File: config.mk
export PLATFORM = sky130hd
export DESIGN_NAME = mwi_top
export DESIGN_NICKNAME = d
export VERILOG_FILES = /design/src/hdl/mwi_pkg.sv /design/src/hdl/mwi_top.sv
export VERILOG_INCLUDE_DIRS = /design/src /design/src/hdl
export SDC_FILE = /design/constraint.sdc
export NUM_CORES = 1
export LEC_CHECK = 0
export ABC_AREA = 1
export BUFFER_PORTS_ARGS = -buffer_cell sky130_fd_sc_hd__buf_2
export CAP_MARGIN = 5
export CORE_ASPECT_RATIO = 1.2
export CORE_MARGIN = 5
export CORE_UTILIZATION = 50
export DETAILED_ROUTE_END_ITERATION = 8
export GPL_ROUTABILITY_DRIVEN = 0
export PLACE_DENSITY = 0.86
export RECOVER_POWER = 25
export SYNTH_ARGS = -nofsm -noshare
export SYNTH_HDL_FRONTEND = slang
export SYNTH_SLANG_ARGS = --single-unit
File: constraint.sdc
create_clock -name clk -period 1.4 [get_ports clk]
set_input_delay 0 -clock clk [delete_from_list [all_inputs] [get_ports clk]]
set_output_delay 0 -clock clk [all_outputs]
set_load 0.03 [all_outputs]
File: src/hdl/mwi_defines.svh
// register map, field positions, reset values and timing counts of the wake interrupt logic
`ifndef MWI_DEFINES_SVH
`define MWI_DEFINES_SVH

`define MWI_ADDR_ENABLE      8'h02
`define MWI_ADDR_PIN1_SEL    8'h0d
`define MWI_ADDR_PIN2_SEL    8'h0e
`define MWI_ADDR_PIN3_SEL    8'h0f
`define MWI_ADDR_FLAGS       8'h27

`define MWI_EN_LSB           11
`define MWI_EN_MSB           15
`define MWI_SEL_LSB          8
`define MWI_SEL_MSB          11
`define MWI_FLAG_LSB         8
`define MWI_FLAG_MSB         13
`define MWI_CHG_LEVEL_BIT    14
`define MWI_LOAD_LEVEL_BIT   15

`define MWI_SEL_INTERRUPT    4'hd
`define MWI_SEL_RESET        4'h0
`define MWI_ENABLE_RESET     5'h00
`define MWI_FLAGS_RESET      6'h00

`define MWI_CLK_PERIOD_NS    10
`define MWI_CLR_DELAY_NS     12000
`define MWI_CLR_DELAY_CYC    ((`MWI_CLR_DELAY_NS + `MWI_CLK_PERIOD_NS - 1) / `MWI_CLK_PERIOD_NS)

`endif

File: src/hdl/mwi_pkg.sv
// types shared by the wake interrupt logic
package mwi_pkg;

    // msb first, in the same order as the bits of the flag register
    typedef struct packed {
        logic watchdog_warning_flag;
        logic current_high_flag;
        logic load_attach_flag;
        logic load_release_flag;
        logic charger_attach_flag;
        logic charger_release_flag;
    } mwi_flags_s;

    typedef struct packed {
        logic watchdog_warning_enable;
        logic current_rise_enable;
        logic current_release_enable;
        logic load_event_enable;
        logic charger_event_enable;
    } mwi_enables_s;

    typedef logic [3:0] mwi_sel_t;

endpackage

File: src/hdl/mwi_top.sv
// wake interrupt logic: event flags, enables, clear delay and routing onto three pins
//
// Behaviour
// - load sense falling with both FETs off and load enabled sets load attach, drops pin
// - load sense rising with load enabled sets load release flag and drops pin
// - writing one clears a flag; pin returns high 12us after that write
// - current below threshold, enabled, drives pin low without any flag
// - current release interrupt ends by itself 12us after the event
// - current above threshold, enabled, sets current high flag and drops pin
// - current events only while auto current detection intermittent mode is active
// - watchdog warning, enabled, sets its flag and drops pin before expiry
// - each of three pins has a 4-bit function select field
// - select code 1101 routes the combined interrupt to that pin
// - charger enable, reset 0, gates charger flags and pin interrupt
// - load enable, reset 0, gates load flags and pin interrupt
// - current release enable, reset 0, gates the current release interrupt
// - current rise enable, reset 0, gates current high flag and interrupt
// - watchdog warning enable, reset 0, gates its flag and interrupt
// - charger release flag latches on charger sense falling, clears on write one
// - charger attach flag latches on charger sense rising, clears on write one
`timescale 1ns/1ps
`include "mwi_defines.svh"

module mwi_top #(
    parameter int CLR_DELAY_CYC = `MWI_CLR_DELAY_CYC,
    parameter int TMR_W         = 12
) (
    input  wire logic        clk,
    input  wire logic        reset,
    input  wire logic        charger_sense_pin,
    input  wire logic        load_sense_pin,
    input  wire logic        charge_fet_on,
    input  wire logic        discharge_fet_on,
    input  wire logic        auto_detect_active,
    input  wire logic        current_below,
    input  wire logic        current_above,
    input  wire logic        watchdog_prewarn,
    input  wire logic        reg_wr,
    input  wire logic        reg_rd,
    input  wire logic [7:0]  reg_addr,
    input  wire logic [15:0] reg_wdata,
    output logic      [15:0] reg_rdata,
    output logic      [2:0]  pin_int_out,
    output logic      [2:0]  pin_int_oe
);

    // refused at elaboration: a delay the counters cannot hold would wrap silently
    if (CLR_DELAY_CYC < 1 || CLR_DELAY_CYC >= (1 << TMR_W)) begin : g_bad_delay
        $error("CLR_DELAY_CYC does not fit the timer width");
    end

    // both sense pins come from outside and are synchronised first
    logic [1:0] chg_sync_q;
    logic [1:0] load_sync_q;
    logic       chg_prev_q;
    logic       load_prev_q;
    logic       below_prev_q;
    logic       above_prev_q;

    mwi_pkg::mwi_flags_s   flags_q;
    mwi_pkg::mwi_flags_s   flags_d;
    mwi_pkg::mwi_flags_s   flag_set;
    mwi_pkg::mwi_flags_s   flag_clr;
    mwi_pkg::mwi_enables_s en_q;
    mwi_pkg::mwi_sel_t     sel_q [3];
    logic [TMR_W-1:0]      hold_q;
    logic [TMR_W-1:0]      rel_q;
    logic [15:0]           rdata_q;
    logic [2:0]            pin_out_q;
    logic [2:0]            pin_oe_q;

    // edges seen on the second synchroniser stage and its delayed copy
    wire chg_rise  = chg_sync_q[1] & ~chg_prev_q;
    wire chg_fall  = ~chg_sync_q[1] & chg_prev_q;
    wire load_rise = load_sync_q[1] & ~load_prev_q;
    wire load_fall = ~load_sync_q[1] & load_prev_q;
    wire fets_off  = ~charge_fet_on & ~discharge_fet_on;
    wire below_ev  = current_below & ~below_prev_q & auto_detect_active;
    wire above_ev  = current_above & ~above_prev_q & auto_detect_active;

    // write decode
    wire wr_en_reg  = reg_wr && (reg_addr == `MWI_ADDR_ENABLE);
    wire wr_sel1    = reg_wr && (reg_addr == `MWI_ADDR_PIN1_SEL);
    wire wr_sel2    = reg_wr && (reg_addr == `MWI_ADDR_PIN2_SEL);
    wire wr_sel3    = reg_wr && (reg_addr == `MWI_ADDR_PIN3_SEL);
    wire wr_flags   = reg_wr && (reg_addr == `MWI_ADDR_FLAGS);

    assign flag_set.charger_release_flag  = chg_fall & en_q.charger_event_enable;
    assign flag_set.charger_attach_flag   = chg_rise & en_q.charger_event_enable;
    assign flag_set.load_attach_flag      = load_fall & fets_off
                                            & en_q.load_event_enable;
    assign flag_set.load_release_flag     = load_rise & en_q.load_event_enable;
    assign flag_set.current_high_flag     = above_ev & en_q.current_rise_enable;
    assign flag_set.watchdog_warning_flag = watchdog_prewarn
                                            & en_q.watchdog_warning_enable;

    assign flag_clr = wr_flags ? reg_wdata[`MWI_FLAG_MSB:`MWI_FLAG_LSB] : '0;

    // a set arriving with its own clear wins
    assign flags_d = flag_set | (flags_q & ~flag_clr);

    // a clearing write that actually drops a flag starts the clear delay
    wire clr_hit     = |(flag_clr & flags_q);
    wire rel_start   = below_ev & en_q.current_release_enable;

    // flags only count toward the pin while their source is enabled
    wire [5:0] flag_gate = {en_q.watchdog_warning_enable,
                            en_q.current_rise_enable,
                            en_q.load_event_enable,
                            en_q.load_event_enable,
                            en_q.charger_event_enable,
                            en_q.charger_event_enable};
    wire int_active = |(flags_q & flag_gate) | (rel_q != '0) | (hold_q != '0);
    wire int_out_n  = ~int_active;

    wire [2:0] routed;
    assign routed[0] = (sel_q[0] == `MWI_SEL_INTERRUPT);
    assign routed[1] = (sel_q[1] == `MWI_SEL_INTERRUPT);
    assign routed[2] = (sel_q[2] == `MWI_SEL_INTERRUPT);

    // read selection, unmapped addresses read zero
    wire [15:0] rd_enable = {en_q, {`MWI_EN_LSB{1'b0}}};
    wire [15:0] rd_flags  = {~load_sync_q[1], chg_sync_q[1], flags_q, {`MWI_FLAG_LSB{1'b0}}};
    wire [15:0] rd_mux =
        (reg_addr == `MWI_ADDR_ENABLE)   ? rd_enable :
        (reg_addr == `MWI_ADDR_PIN1_SEL) ? {4'h0, sel_q[0], 8'h00} :
        (reg_addr == `MWI_ADDR_PIN2_SEL) ? {4'h0, sel_q[1], 8'h00} :
        (reg_addr == `MWI_ADDR_PIN3_SEL) ? {4'h0, sel_q[2], 8'h00} :
        (reg_addr == `MWI_ADDR_FLAGS)    ? rd_flags : 16'h0000;

    always_ff @(posedge clk) begin
        chg_sync_q  <= {chg_sync_q[0], charger_sense_pin};
        load_sync_q <= {load_sync_q[0], load_sense_pin};
        chg_prev_q  <= chg_sync_q[1];
        load_prev_q <= load_sync_q[1];
    end

    always_ff @(posedge clk) begin
        if (reset) begin
            below_prev_q <= 1'b0;
            above_prev_q <= 1'b0;
        end else begin
            below_prev_q <= current_below;
            above_prev_q <= current_above;
        end
    end

    always_ff @(posedge clk) begin
        if (reset) begin
            en_q <= `MWI_ENABLE_RESET;
        end else if (wr_en_reg) begin
            en_q <= reg_wdata[`MWI_EN_MSB:`MWI_EN_LSB];
        end
    end

    always_ff @(posedge clk) begin
        if (reset) begin
            sel_q[0] <= `MWI_SEL_RESET;
            sel_q[1] <= `MWI_SEL_RESET;
            sel_q[2] <= `MWI_SEL_RESET;
        end else begin
            if (wr_sel1) sel_q[0] <= reg_wdata[`MWI_SEL_MSB:`MWI_SEL_LSB];
            if (wr_sel2) sel_q[1] <= reg_wdata[`MWI_SEL_MSB:`MWI_SEL_LSB];
            if (wr_sel3) sel_q[2] <= reg_wdata[`MWI_SEL_MSB:`MWI_SEL_LSB];
        end
    end

    always_ff @(posedge clk) begin
        if (reset) begin
            flags_q <= `MWI_FLAGS_RESET;
        end else begin
            flags_q <= flags_d;
        end
    end

    // the flag drops at once, the pin only after the delay
    always_ff @(posedge clk) begin
        if (reset) begin
            hold_q <= '0;
        end else if (clr_hit) begin
            hold_q <= TMR_W'(CLR_DELAY_CYC);
        end else if (hold_q != '0) begin
            hold_q <= hold_q - 1'b1;
        end
    end

    // self-clearing pulse, there is no flag to keep it
    always_ff @(posedge clk) begin
        if (reset) begin
            rel_q <= '0;
        end else if (rel_start) begin
            rel_q <= TMR_W'(CLR_DELAY_CYC);
        end else if (rel_q != '0) begin
            rel_q <= rel_q - 1'b1;
        end
    end

    always_ff @(posedge clk) begin
        if (reset) begin
            rdata_q <= 16'h0000;
        end else if (reg_rd) begin
            rdata_q <= rd_mux;
        end
    end

    // unrouted pins stay released so other pin functions are not disturbed
    always_ff @(posedge clk) begin
        if (reset) begin
            pin_out_q <= 3'h7;
            pin_oe_q  <= 3'h0;
        end else begin
            pin_out_q <= ~routed | {3{int_out_n}};
            pin_oe_q  <= routed;
        end
    end

    assign reg_rdata   = rdata_q;
    assign pin_int_out = pin_out_q;
    assign pin_int_oe  = pin_oe_q;
endmodule

==> flow_metrics.py, run 1 <==
metrics = {
    "min_path": {
        "min_to": "flags_q[1]",
        "hold_path_depth": 4,
        "holdCritStartpoint": "reg_wdata[9]",
        "hp-class": "input pin to register",
    },
    "setup_path": {
        "ff2ff_path_depth": 9,
        "end_kind": "register",
        "arrival_ns": 1.68,
        "cp-start-kind": "register",
        "r2r-start": "rel_q[0]",
        "reg2reg_slack_ns": -0.04,
        "slowest_delay_ns": 0.34,
        "critical_path.max_fanout": 4,
        "cp_slowest_cell": "dfxtp_2",
        "r2r-end": "rel_q[11]",
        "crit_type": "register to register",
        "cp_data_required_time_ns": 1.64,
        "path_cells": "inv_2 > buf_4 > nand3_2 > nor2_4 > nand2_2 > inv_1 > nand2_1 > o21ai_1 > a21oi_1",
    },
    "cts": {
        "clk_path_buf_depth": 2,
        "htree_levels": 3,
        "cts-root-buf": "clkbuf_8",
        "cts_tree": "built",
        "insertion_delay_ns": 0.35,
        "cts_buffers": 9,
        "cts.sinks": 69,
        "clk_pin_slew_ns": 0.08,
    },
    "sta": {
        "finalMaxSlewViolations": 0,
        "finalHoldViolCount": 0,
        "fin_setup_tns_ns": -0.0394,
        "fin_crit_ns": 1.44,
        "fin_crit_sh_pct": 103,
        "worst_slack_ns": -0.0394,
        "final.setup_skew_ns": 0.0129,
        "max_freq_mhz": 695,
        "setup_viol": 1,
        "rsz0062_at_grt": "yes",
    },
    "routing": {
        "drc_errors": 0,
        "wire_per_inst_um": 14.9,
        "detail-route-antenna-nets": 0,
        "first_iter_violations": 302,
        "dr.pass1.iters": 5,
        "drt_wl_total_mm": 8.97,
        "vias": 3225,
        "vias_per_cell": 5.36,
    },
    "die": {
        "die_h_um": 98.7,
        "rows": 32,
        "dieArea_mm2": 0.00829,
        "fp.dieW_um": 83.9,
        "start_util_pct": 51.2,
        "core_mm2": 0.00641,
        "io_pins": 58,
    },
    "layout": {
        "drive_gt1_share_pct": 27.7,
        "fin_cells": 602,
        "area_growth_pct": 30.7,
        "num_antenna_cells": 0,
        "num-nets-final": 552,
    },
    "grt": {
        "grt_start_max_net_pins": 14,
        "grt.busiest_layer": "met2",
        "grt-ovfl-total": 0,
        "grtUsageMet1_pct": 21.0,
        "grt_util_met3_pct": 4.68,
        "use_met2_pct": 37.9,
        "grt_pass1_wl_mm": 13.5,
        "grt_usage_pct": 20.3,
        "grt_pass1_vias": 3040,
        "antenna_found_initial": 0,
    },
    "synthesis": {
        "syn_inst": 421,
        "ys_seq_area_share_pct": 45.8,
        "async_flop_share_pct": 0,
        "synth_top_flop_cell": "dfxtp_1",
        "synth_seq_cells": 69,
        "yosys_warnings": 0,
        "netlist_area_mm2": 0.00328,
        "synth_cell_types": 37,
        "avgSynthCellArea_um2": 7.79,
        "synth-edff-count": 12,
    },
    "placement": {
        "io_buffers": 41,
        "place_worst_setup_slack_ns": -0.0353,
        "dpl.cell_count": 564,
        "post-dp-hpwl_mm": 5.61,
    },
    "pwr": {
        "p_leak_nw": 1.95,
        "powerDensity_mw_per_mm2": 1880,
        "irDropWorstVdd_mv": 1.50,
        "power.total_mw": 8.07,
    },
    "flow_run": {
        "maxCapViolCount": 0,
    },
    "run_status": {
        "outcome": "finished, violations left",
        "violations": "setup timing",
    },
}
-- per-layer routing --
| layer | wire length [um] | vias to the layer above |
|---|---|---|
| met4 | 260 | 0 |
| met2 | 4770 | 145 |
| li1 | - | 1549 |
| met3 | 589 | 30 |
| met1 | 3350 | 1501 |
| met5 | 0 | - |
-- layout by cell type, fill, tap and decap left out, drive strengths merged, types with 7 or more instances in the layout --
| cell | instances |
|---|---|
| edfxtp | 12 |
| nand3 | 39 |
| clkbuf | 18 |
| nor3 | 10 |
| nand4 | 12 |
| conb | 8 |
| dlygate4sd3 | 14 |
| dfxtp | 57 |
| a21oi | 30 |
| buf | 66 |
| inv | 54 |
| nor2 | 65 |
| xor2 | 7 |
| nand2 | 71 |
| o21ai | 29 |
-- cell type report --
type,count,area (um^2)
clock inverters,6,91.3
clock buffers,10,149
fillers,461,2120
flip-flops and latches,69,1510
well taps,85,106
inverters,53,199
multi-input cells,291,1650
repair buffers,88,581
-- cell usage after synthesis (2+ instances only) --
cell type  count  share of area, %
a21oi_1       30               4.6
buf_4         10               2.3
clkbuf_1       2              0.23
dfxtp_1       57                35
edfxtp_1      12                11
ha_1           4               1.5
inv_1         52               5.9
nand2_1       67               7.7
nand2_2        3              0.57
nand3_1       38               5.8
nand3b_1       2              0.46
nand4_1       10               1.9
nand4_2        2              0.76
nor2_1        54               6.2
nor2_2         7               1.3
nor2_4         4               1.4
nor3_1        10               1.5
nor3b_1        2              0.46
o21ai_0       29               4.4
or2_0          2              0.38
xnor2_1        2              0.53
xor2_1         7               1.9
-- critical path, delay by kind of cell, from the launching register on --
family	cells	cell delay, ns
and+or+nand+nor	4	0.44
AOI/OAI and AO/OA	2	0.25
buffers and inverters	3	0.31
DFF	1	0.34
-- sequential cells by signal, indices dropped and copies added, names as in the netlist --
signal	flops
pin_int_oe	3
above_prev_q	1
load_prev_q	1
chg_sync_q	2
en_q	5
reg_rdata	8
below_prev_q	1
load_sync_q	2
pin_int_out	3
sel_q	12
rel_q	12
chg_prev_q	1
flags_q	6
hold_q	12
-- per-stage QoR --
| stage | util, % | instance area [um^2] | hold WS [ns] |
|---|---|---|---|
| after floorplan | - | 3310 | 0.0277 |
| after global placement | 57.8 | 3700 | 0.104 |
| after detailed placement | 57.8 | 3700 | 0.104 |
| after CTS | 64.2 | 4120 | 0.0307 |
| after global routing | 66.9 | 4290 | 0.0482 |
| final | 66.9 | 4290 | 0.0534 |
-- worst max-delay path by stage --
stage | from | to | slack (ns) | depth (start not counted)
3_3_place_gp | hold_q[4] | hold_q[4] | 0.02 | 7
4_1_cts | hold_q[4] | hold_q[11] | -0.004 | 7
2_1_floorplan | rel_q[0] | rel_q[10] | 0.08 | 6
5_1_grt | rel_q[0] | rel_q[11] | -0.09 | 9
6_report | rel_q[0] | rel_q[11] | -0.04 | 9
3_5_place_dp | rel_q[0] | rel_q[8] | -0.04 | 9
-- kinds of logic (layout without fill, tap and decap cells) --
logic type	Yosys count	in the layout	share of synthesized area [%]
buf+inv	68	157	9.19
compound gates	63	63	9.92
other cells	1	8	0.114
simple gates	207	207	31.1
xor+xnor	9	9	2.40
flops	69	69	45.8
fa+ha+maj	4	4	1.53
-- power by group --
part	switching, mW	internal [mW]
sequential	0.305	2.35
clock	0.812	1.12
combinational	1.98	1.51
-- what timing repair did --
action,4_1_cts,5_1_grt
hold buffers,14,1
pin swaps,5,17
gates resized for setup,8,46
hold endpoints to repair,15,1
setup buffers,2,6
setup endpoints to repair,8,23
Power figures use the tool's default switching activity.
==> run 2, diff against run 1 <==
--- a/config.mk
+++ b/config.mk
@@ -14,6 +14,7 @@
 export CORE_UTILIZATION = 50
 export DETAILED_ROUTE_END_ITERATION = 8
 export GPL_ROUTABILITY_DRIVEN = 0
+export MAX_ROUTING_LAYER = met4
 export PLACE_DENSITY = 0.86
 export RECOVER_POWER = 25
 export SYNTH_ARGS = -nofsm -noshare
==> run 2 against run 1 <==
Against the previous run:
- the flow still finishes with violations (setup timing)
- sequential cell count did not move
- critical path depth fell by 2
- register-to-register slack got worse by 0.03 ns
- power rose by 0.70%
- first-iteration DRC count rose by 17%
- clock power barely moved
==> flow_metrics.py, run 2 (same netlist as run 1, synthesis figures left out) <==
metrics = {
    "routing": {
        "wl_met3_um": 597,
        "highest_layer": "met4",
        "vias_per_cell": 5.36,
        "detail-route-antenna-nets": 0,
        "first_iter_violations": 352,
        "dr.pass1.iters": 5,
        "route.met2.wl_mm": 4.81,
        "wire_per_inst_um": 15.1,
        "wl_met1_mm": 3.35,
        "drc_errors": 0,
        "vias": 3235,
        "drt_wl_total_mm": 9.14,
    },
    "placement": {
        "io_buffers": 41,
        "dpl.cell_count": 564,
        "placed_cell_area_mm2": 0.00370,
        "place_worst_setup_slack_ns": -0.0353,
        "post-dp-hpwl_mm": 5.61,
    },
    "sta": {
        "worst_slack_ns": -0.0714,
        "final.setup_skew_ns": 0.00829,
        "fin_crit_sh_pct": 105,
        "rsz0062_at_grt": "yes",
        "finalMaxSlewViolations": 0,
        "fin_setup_tns_ns": -0.0950,
        "max_freq_mhz": 680,
        "finalHoldViolCount": 0,
        "fin_crit_ns": 1.47,
        "setup_viol": 2,
    },
    "cts": {
        "cts.sinks": 69,
        "insertion_delay_ns": 0.35,
        "cts_buffers": 9,
        "clk_path_buf_depth": 2,
        "htree_levels": 3,
        "cts_tree": "built",
        "clk_pin_slew_ns": 0.08,
        "cts-root-buf": "clkbuf_8",
    },
    "setup_path": {
        "critical_path.max_fanout": 4,
        "cp-start-kind": "register",
        "end_kind": "register",
        "arrival_ns": 1.71,
        "cp_data_required_time_ns": 1.64,
        "crit_type": "register to register",
    },
    "grt": {
        "grt-ovfl-total": 0,
        "grt_usage_pct": 20.9,
        "grt_pass1_wl_mm": 13.5,
        "grt_pass1_vias": 3034,
        "antenna_found_initial": 0,
        "grt_start_max_net_pins": 14,
    },
    "layout": {
        "fin_util_pct": 67.0,
        "fin_cells": 603,
        "num-nets-final": 553,
        "mostFrequentLayoutCells": "61 x nand2_1, 51 x dfxtp_1, 48 x inv_1",
        "num_antenna_cells": 0,
        "area_growth_pct": 30.8,
        "drive_gt1_share_pct": 27.6,
        "reg_top3": "hold_q x12, rel_q x12, sel_q x12",
        "layout_commonest_cell": "nand2_1",
        "final_area_mm2": 0.00429,
    },
    "run_status": {
        "violations": "setup timing",
        "outcome": "finished, violations left",
    },
    "pwr": {
        "powerDensity_mw_per_mm2": 1890,
        "irDropWorstVdd_mv": 1.44,
        "p_leak_nw": 1.96,
    },
    "die": {
        "core_mm2": 0.00641,
        "rows": 32,
        "start_util_pct": 51.2,
        "die_h_um": 98.7,
        "dieArea_mm2": 0.00829,
        "fp.dieW_um": 83.9,
        "io_pins": 58,
    },
    "flow_run": {
        "maxCapViolCount": 0,
    },
    "min_path": {
        "hp-class": "input pin to register",
    },
}
-- run 2: critical path, cell delays in order (launching register included) --
cell	delay (ns)
dfxtp_2	0.36
inv_2	0.09
ha_4	0.14
nand2_1	0.10
nor4b_4	0.32
nor2_1	0.09
nor2_1	0.17
nor2_1	0.09
-- run 2: metal layers --
metal / GRT usage, % / vias up
li1: - / 1551
met1: 21.1 / 1487
met2: 37.9 / 155
met3: 4.52 / 42
met4: 10.3 / 0
met5: - / -
-- run 2: area by class of cell --
cell class	count	area [um^2]
multi-input combinational	291	1640
inverter	53	199
sequential	69	1510
clock buffer	10	149
tap	85	106
fill	452	2120
timing repair buffer	89	588
clock inverter	6	91.3
-- run 2: final timing paths --
kind	end	startpoint	depth (start not counted)	slack, ns
setup / recovery	rel_q[4]	rel_q[1]	7	-0.07
hold / removal	reg_rdata[15]	reg_rd	3	0.04
setup reg to reg	rel_q[4]	rel_q[1]	7	-0.07
hold reg to reg	chg_sync_q[1]	chg_sync_q[0]	0	0.33
-- run 2: timing repair --
item	CTS	global route
setup buffers	2	7
endpoints found under the hold margin	15	1
setup endpoints to repair	8	23
gates resized for setup	8	45
pin swaps	5	16
hold buffers	14	1
cloned	0	0
-- run 2: power breakdown --
group / leakage, nW / total (mW) / switching [mW] / internal [mW]
sequential: 0.584 / 2.66 / 0.304 / 2.35
clock: 0.122 / 1.93 / 0.807 / 1.12
combinational: 1.25 / 3.54 / 2.02 / 1.52
total: 1.96 / 8.13 / 3.13 / 5.00
-- run 2: per-stage QoR --
step	hold slack (ns)	power, mW
after floorplan	0.0277	4.48
after global placement	0.104	5.06
after detailed placement	0.104	5.18
after CTS	0.0307	7.23
after global routing	0.0505	8.57
final	0.0446	8.13
==> run 3, diff against run 2 <==
--- a/config.mk
+++ b/config.mk
@@ -7,10 +7,11 @@
 export NUM_CORES = 1
 export LEC_CHECK = 0
 export ABC_AREA = 1
+export ABC_CLOCK_PERIOD_IN_PS = 1400
 export BUFFER_PORTS_ARGS = -buffer_cell sky130_fd_sc_hd__buf_2
 export CAP_MARGIN = 5
 export CORE_ASPECT_RATIO = 1.2
-export CORE_MARGIN = 5
+export CORE_MARGIN = 1.5
 export CORE_UTILIZATION = 50
 export DETAILED_ROUTE_END_ITERATION = 8
 export GPL_ROUTABILITY_DRIVEN = 0
==> run 3 against run 2 <==
Against the previous run:
- the run now ends clean
- sequential cell count unchanged
- die area down 15%
- global-route usage up 3.4 points
- fmax up 9.5%
- wire length down 12%
- non-clock buffer count down 11
- hold slack worse by 0.0098 ns
- clock skew up 0.0029 ns
- sequential power about the same
- count of clock-buffer cells in the layout up 1
- largest power group unchanged
==> flow_metrics.py, run 3 (same netlist as run 1, synthesis figures left out) <==
metrics = {
    "setup_path": {
        "cp-start-kind": "register",
        "r2r-end": "rel_q[10]",
        "cp.buffers_inverters": 1,
        "ff2ff_path_depth": 6,
        "crit_cells": 6,
        "arrival_ns": 1.59,
        "reg2reg_slack_ns": 0.06,
        "path_cells": "inv_4 > ha_4 > nand2_1 > nor4b_4 > nor2_1 > o21a_1",
        "cp_slowest_cell": "nor4b_4",
        "end_kind": "register",
        "path_delay_family": "simple AND/OR/NAND/NOR gates",
        "cp_data_required_time_ns": 1.65,
        "slowest_delay_ns": 0.35,
        "critPathLaunch": "rel_q[0]",
        "critical_path.max_fanout": 4,
        "crit_end": "rel_q[10]",
        "crit_type": "register to register",
        "r2r-start": "rel_q[0]",
    },
    "sta": {
        "fin_crit_ns": 1.34,
        "hold_ws_ns": 0.0348,
        "setup_viol": 0,
        "fin_crit_sh_pct": 96.0,
        "max_freq_mhz": 744,
        "finalHoldViolCount": 0,
        "finalMaxSlewViolations": 0,
        "fin_setup_tns_ns": 0,
        "final.setup_skew_ns": 0.0112,
        "rsz0062_at_grt": "yes",
    },
    "grt": {
        "antenna_found_initial": 0,
        "grt_start_max_net_pins": 18,
        "grt-ovfl-total": 0,
        "grt_pass1_vias": 3019,
        "grt_usage_pct": 24.3,
        "grt_pass1_wl_mm": 13.0,
    },
    "min_path": {
        "hp-class": "input pin to register",
    },
    "routing": {
        "dr.pass1.iters": 7,
        "first_iter_violations": 251,
        "drt_wl_total_mm": 8.03,
        "wire_per_inst_um": 13.6,
        "detail-route-antenna-nets": 0,
        "wl_met3_um": 370,
        "route.met2.wl_mm": 4.31,
        "highest_layer": "met4",
        "vias": 3111,
        "vias_per_cell": 5.26,
        "drc_errors": 0,
        "wl_met1_mm": 3.07,
    },
    "die": {
        "dieArea_mm2": 0.00706,
        "core_mm2": 0.00641,
        "fp.dieW_um": 76.9,
        "rows": 32,
        "start_util_pct": 51.2,
        "die_h_um": 91.7,
        "io_pins": 58,
    },
    "layout": {
        "fillers": 530,
        "layout_commonest_cell": "nand2_1",
        "fin_util_pct": 63.9,
        "num-nets-final": 542,
        "seqCellArea_mm2": 0.00151,
        "multi_input_area_mm2": 0.00161,
        "num_antenna_cells": 0,
        "area_growth_pct": 24.8,
        "reg_top3": "hold_q x12, rel_q x12, sel_q x12",
        "final_area_mm2": 0.00409,
        "mostFrequentLayoutCells": "63 x nand2_1, 50 x dfxtp_1, 48 x nor2_1",
        "drive_gt1_share_pct": 24.3,
    },
    "pwr": {
        "powerDensity_mw_per_mm2": 1730,
        "power.total_mw": 7.06,
        "irDropWorstVdd_mv": 0.912,
        "p_leak_nw": 1.86,
    },
    "run_status": {
        "outcome": "finished clean",
    },
    "cts": {
        "cts_tree": "built",
        "clk_pin_slew_ns": 0.07,
        "cts_buffers": 9,
        "htree_levels": 3,
        "cts-root-buf": "clkbuf_8",
        "insertion_delay_ns": 0.35,
        "cts.sinks": 69,
        "clk_path_buf_depth": 2,
    },
    "placement": {
        "placed_cell_area_mm2": 0.00365,
        "post-dp-hpwl_mm": 5.57,
        "io_buffers": 41,
    },
    "flow_run": {
        "maxCapViolCount": 0,
    },
}
==> run 3: through the flow <==
step / std cells / setup slack [ns]
finish: 592 / 0.0566
global route: 592 / -0.0681
CTS: 589 / 0.0133
detailed placement: 557 / -0.0311
global placement: 557 / 0.0439
floorplan: 428 / 0.0818
==> run 3: per-layer routing <==
layer | vias to the layer above | global-route usage (%)
met3 | 27 | 4.78
li1 | 1528 | -
met2 | 108 | 43.1
met1 | 1448 | 24.6
met5 | - | -
met4 | 0 | 15.0
==> run 3: worst min path at each step <==
stage               depth (start not counted)  slack, ns        endpoint         startpoint
floorplan                                   0       0.03   chg_sync_q[0]  charger_sense_pin
global placement                            1       0.10   chg_sync_q[0]  charger_sense_pin
detailed placement                          1       0.10  load_sync_q[0]     load_sense_pin
CTS                                         3       0.02   reg_rdata[15]             reg_rd
global route                                3       0.08   reg_rdata[14]             reg_rd
finish                                      3       0.03   reg_rdata[15]             reg_rd
==> run 3: power breakdown <==
part	total, mW	internal [mW]	switching [mW]
clock	1.36	0.632	0.727
sequential	2.64	2.35	0.294
combinational	3.07	1.33	1.74
total	7.06	4.31	2.76
==> run 3: worst min-delay path, cell delays in order <==
cell and delay [ns]:
buf_2 0.15, o21ai_0 0.15, a21oi_1 0.04
==> run 3: cell type report <==
| class | instances | share of cell area (%) |
|---|---|---|
| Multi-Input combinational cell | 291 | 39.3 |
| Sequential cell | 69 | 36.9 |
| Timing Repair Buffer | 78 | 12.4 |
| Inverter | 53 | 4.98 |
| Clock buffer | 11 | 3.21 |
| Tap cell | 85 | 2.60 |
| Clock inverter | 5 | 0.642 |
==> run 3: timing repair <==
action	4_1_cts	5_1_grt
pin swaps	3	13
setup buffers	3	3
resized for setup	6	37
setup endpoints to repair	7	26
hold buffers	13	0
hold endpoints to repair	12	0
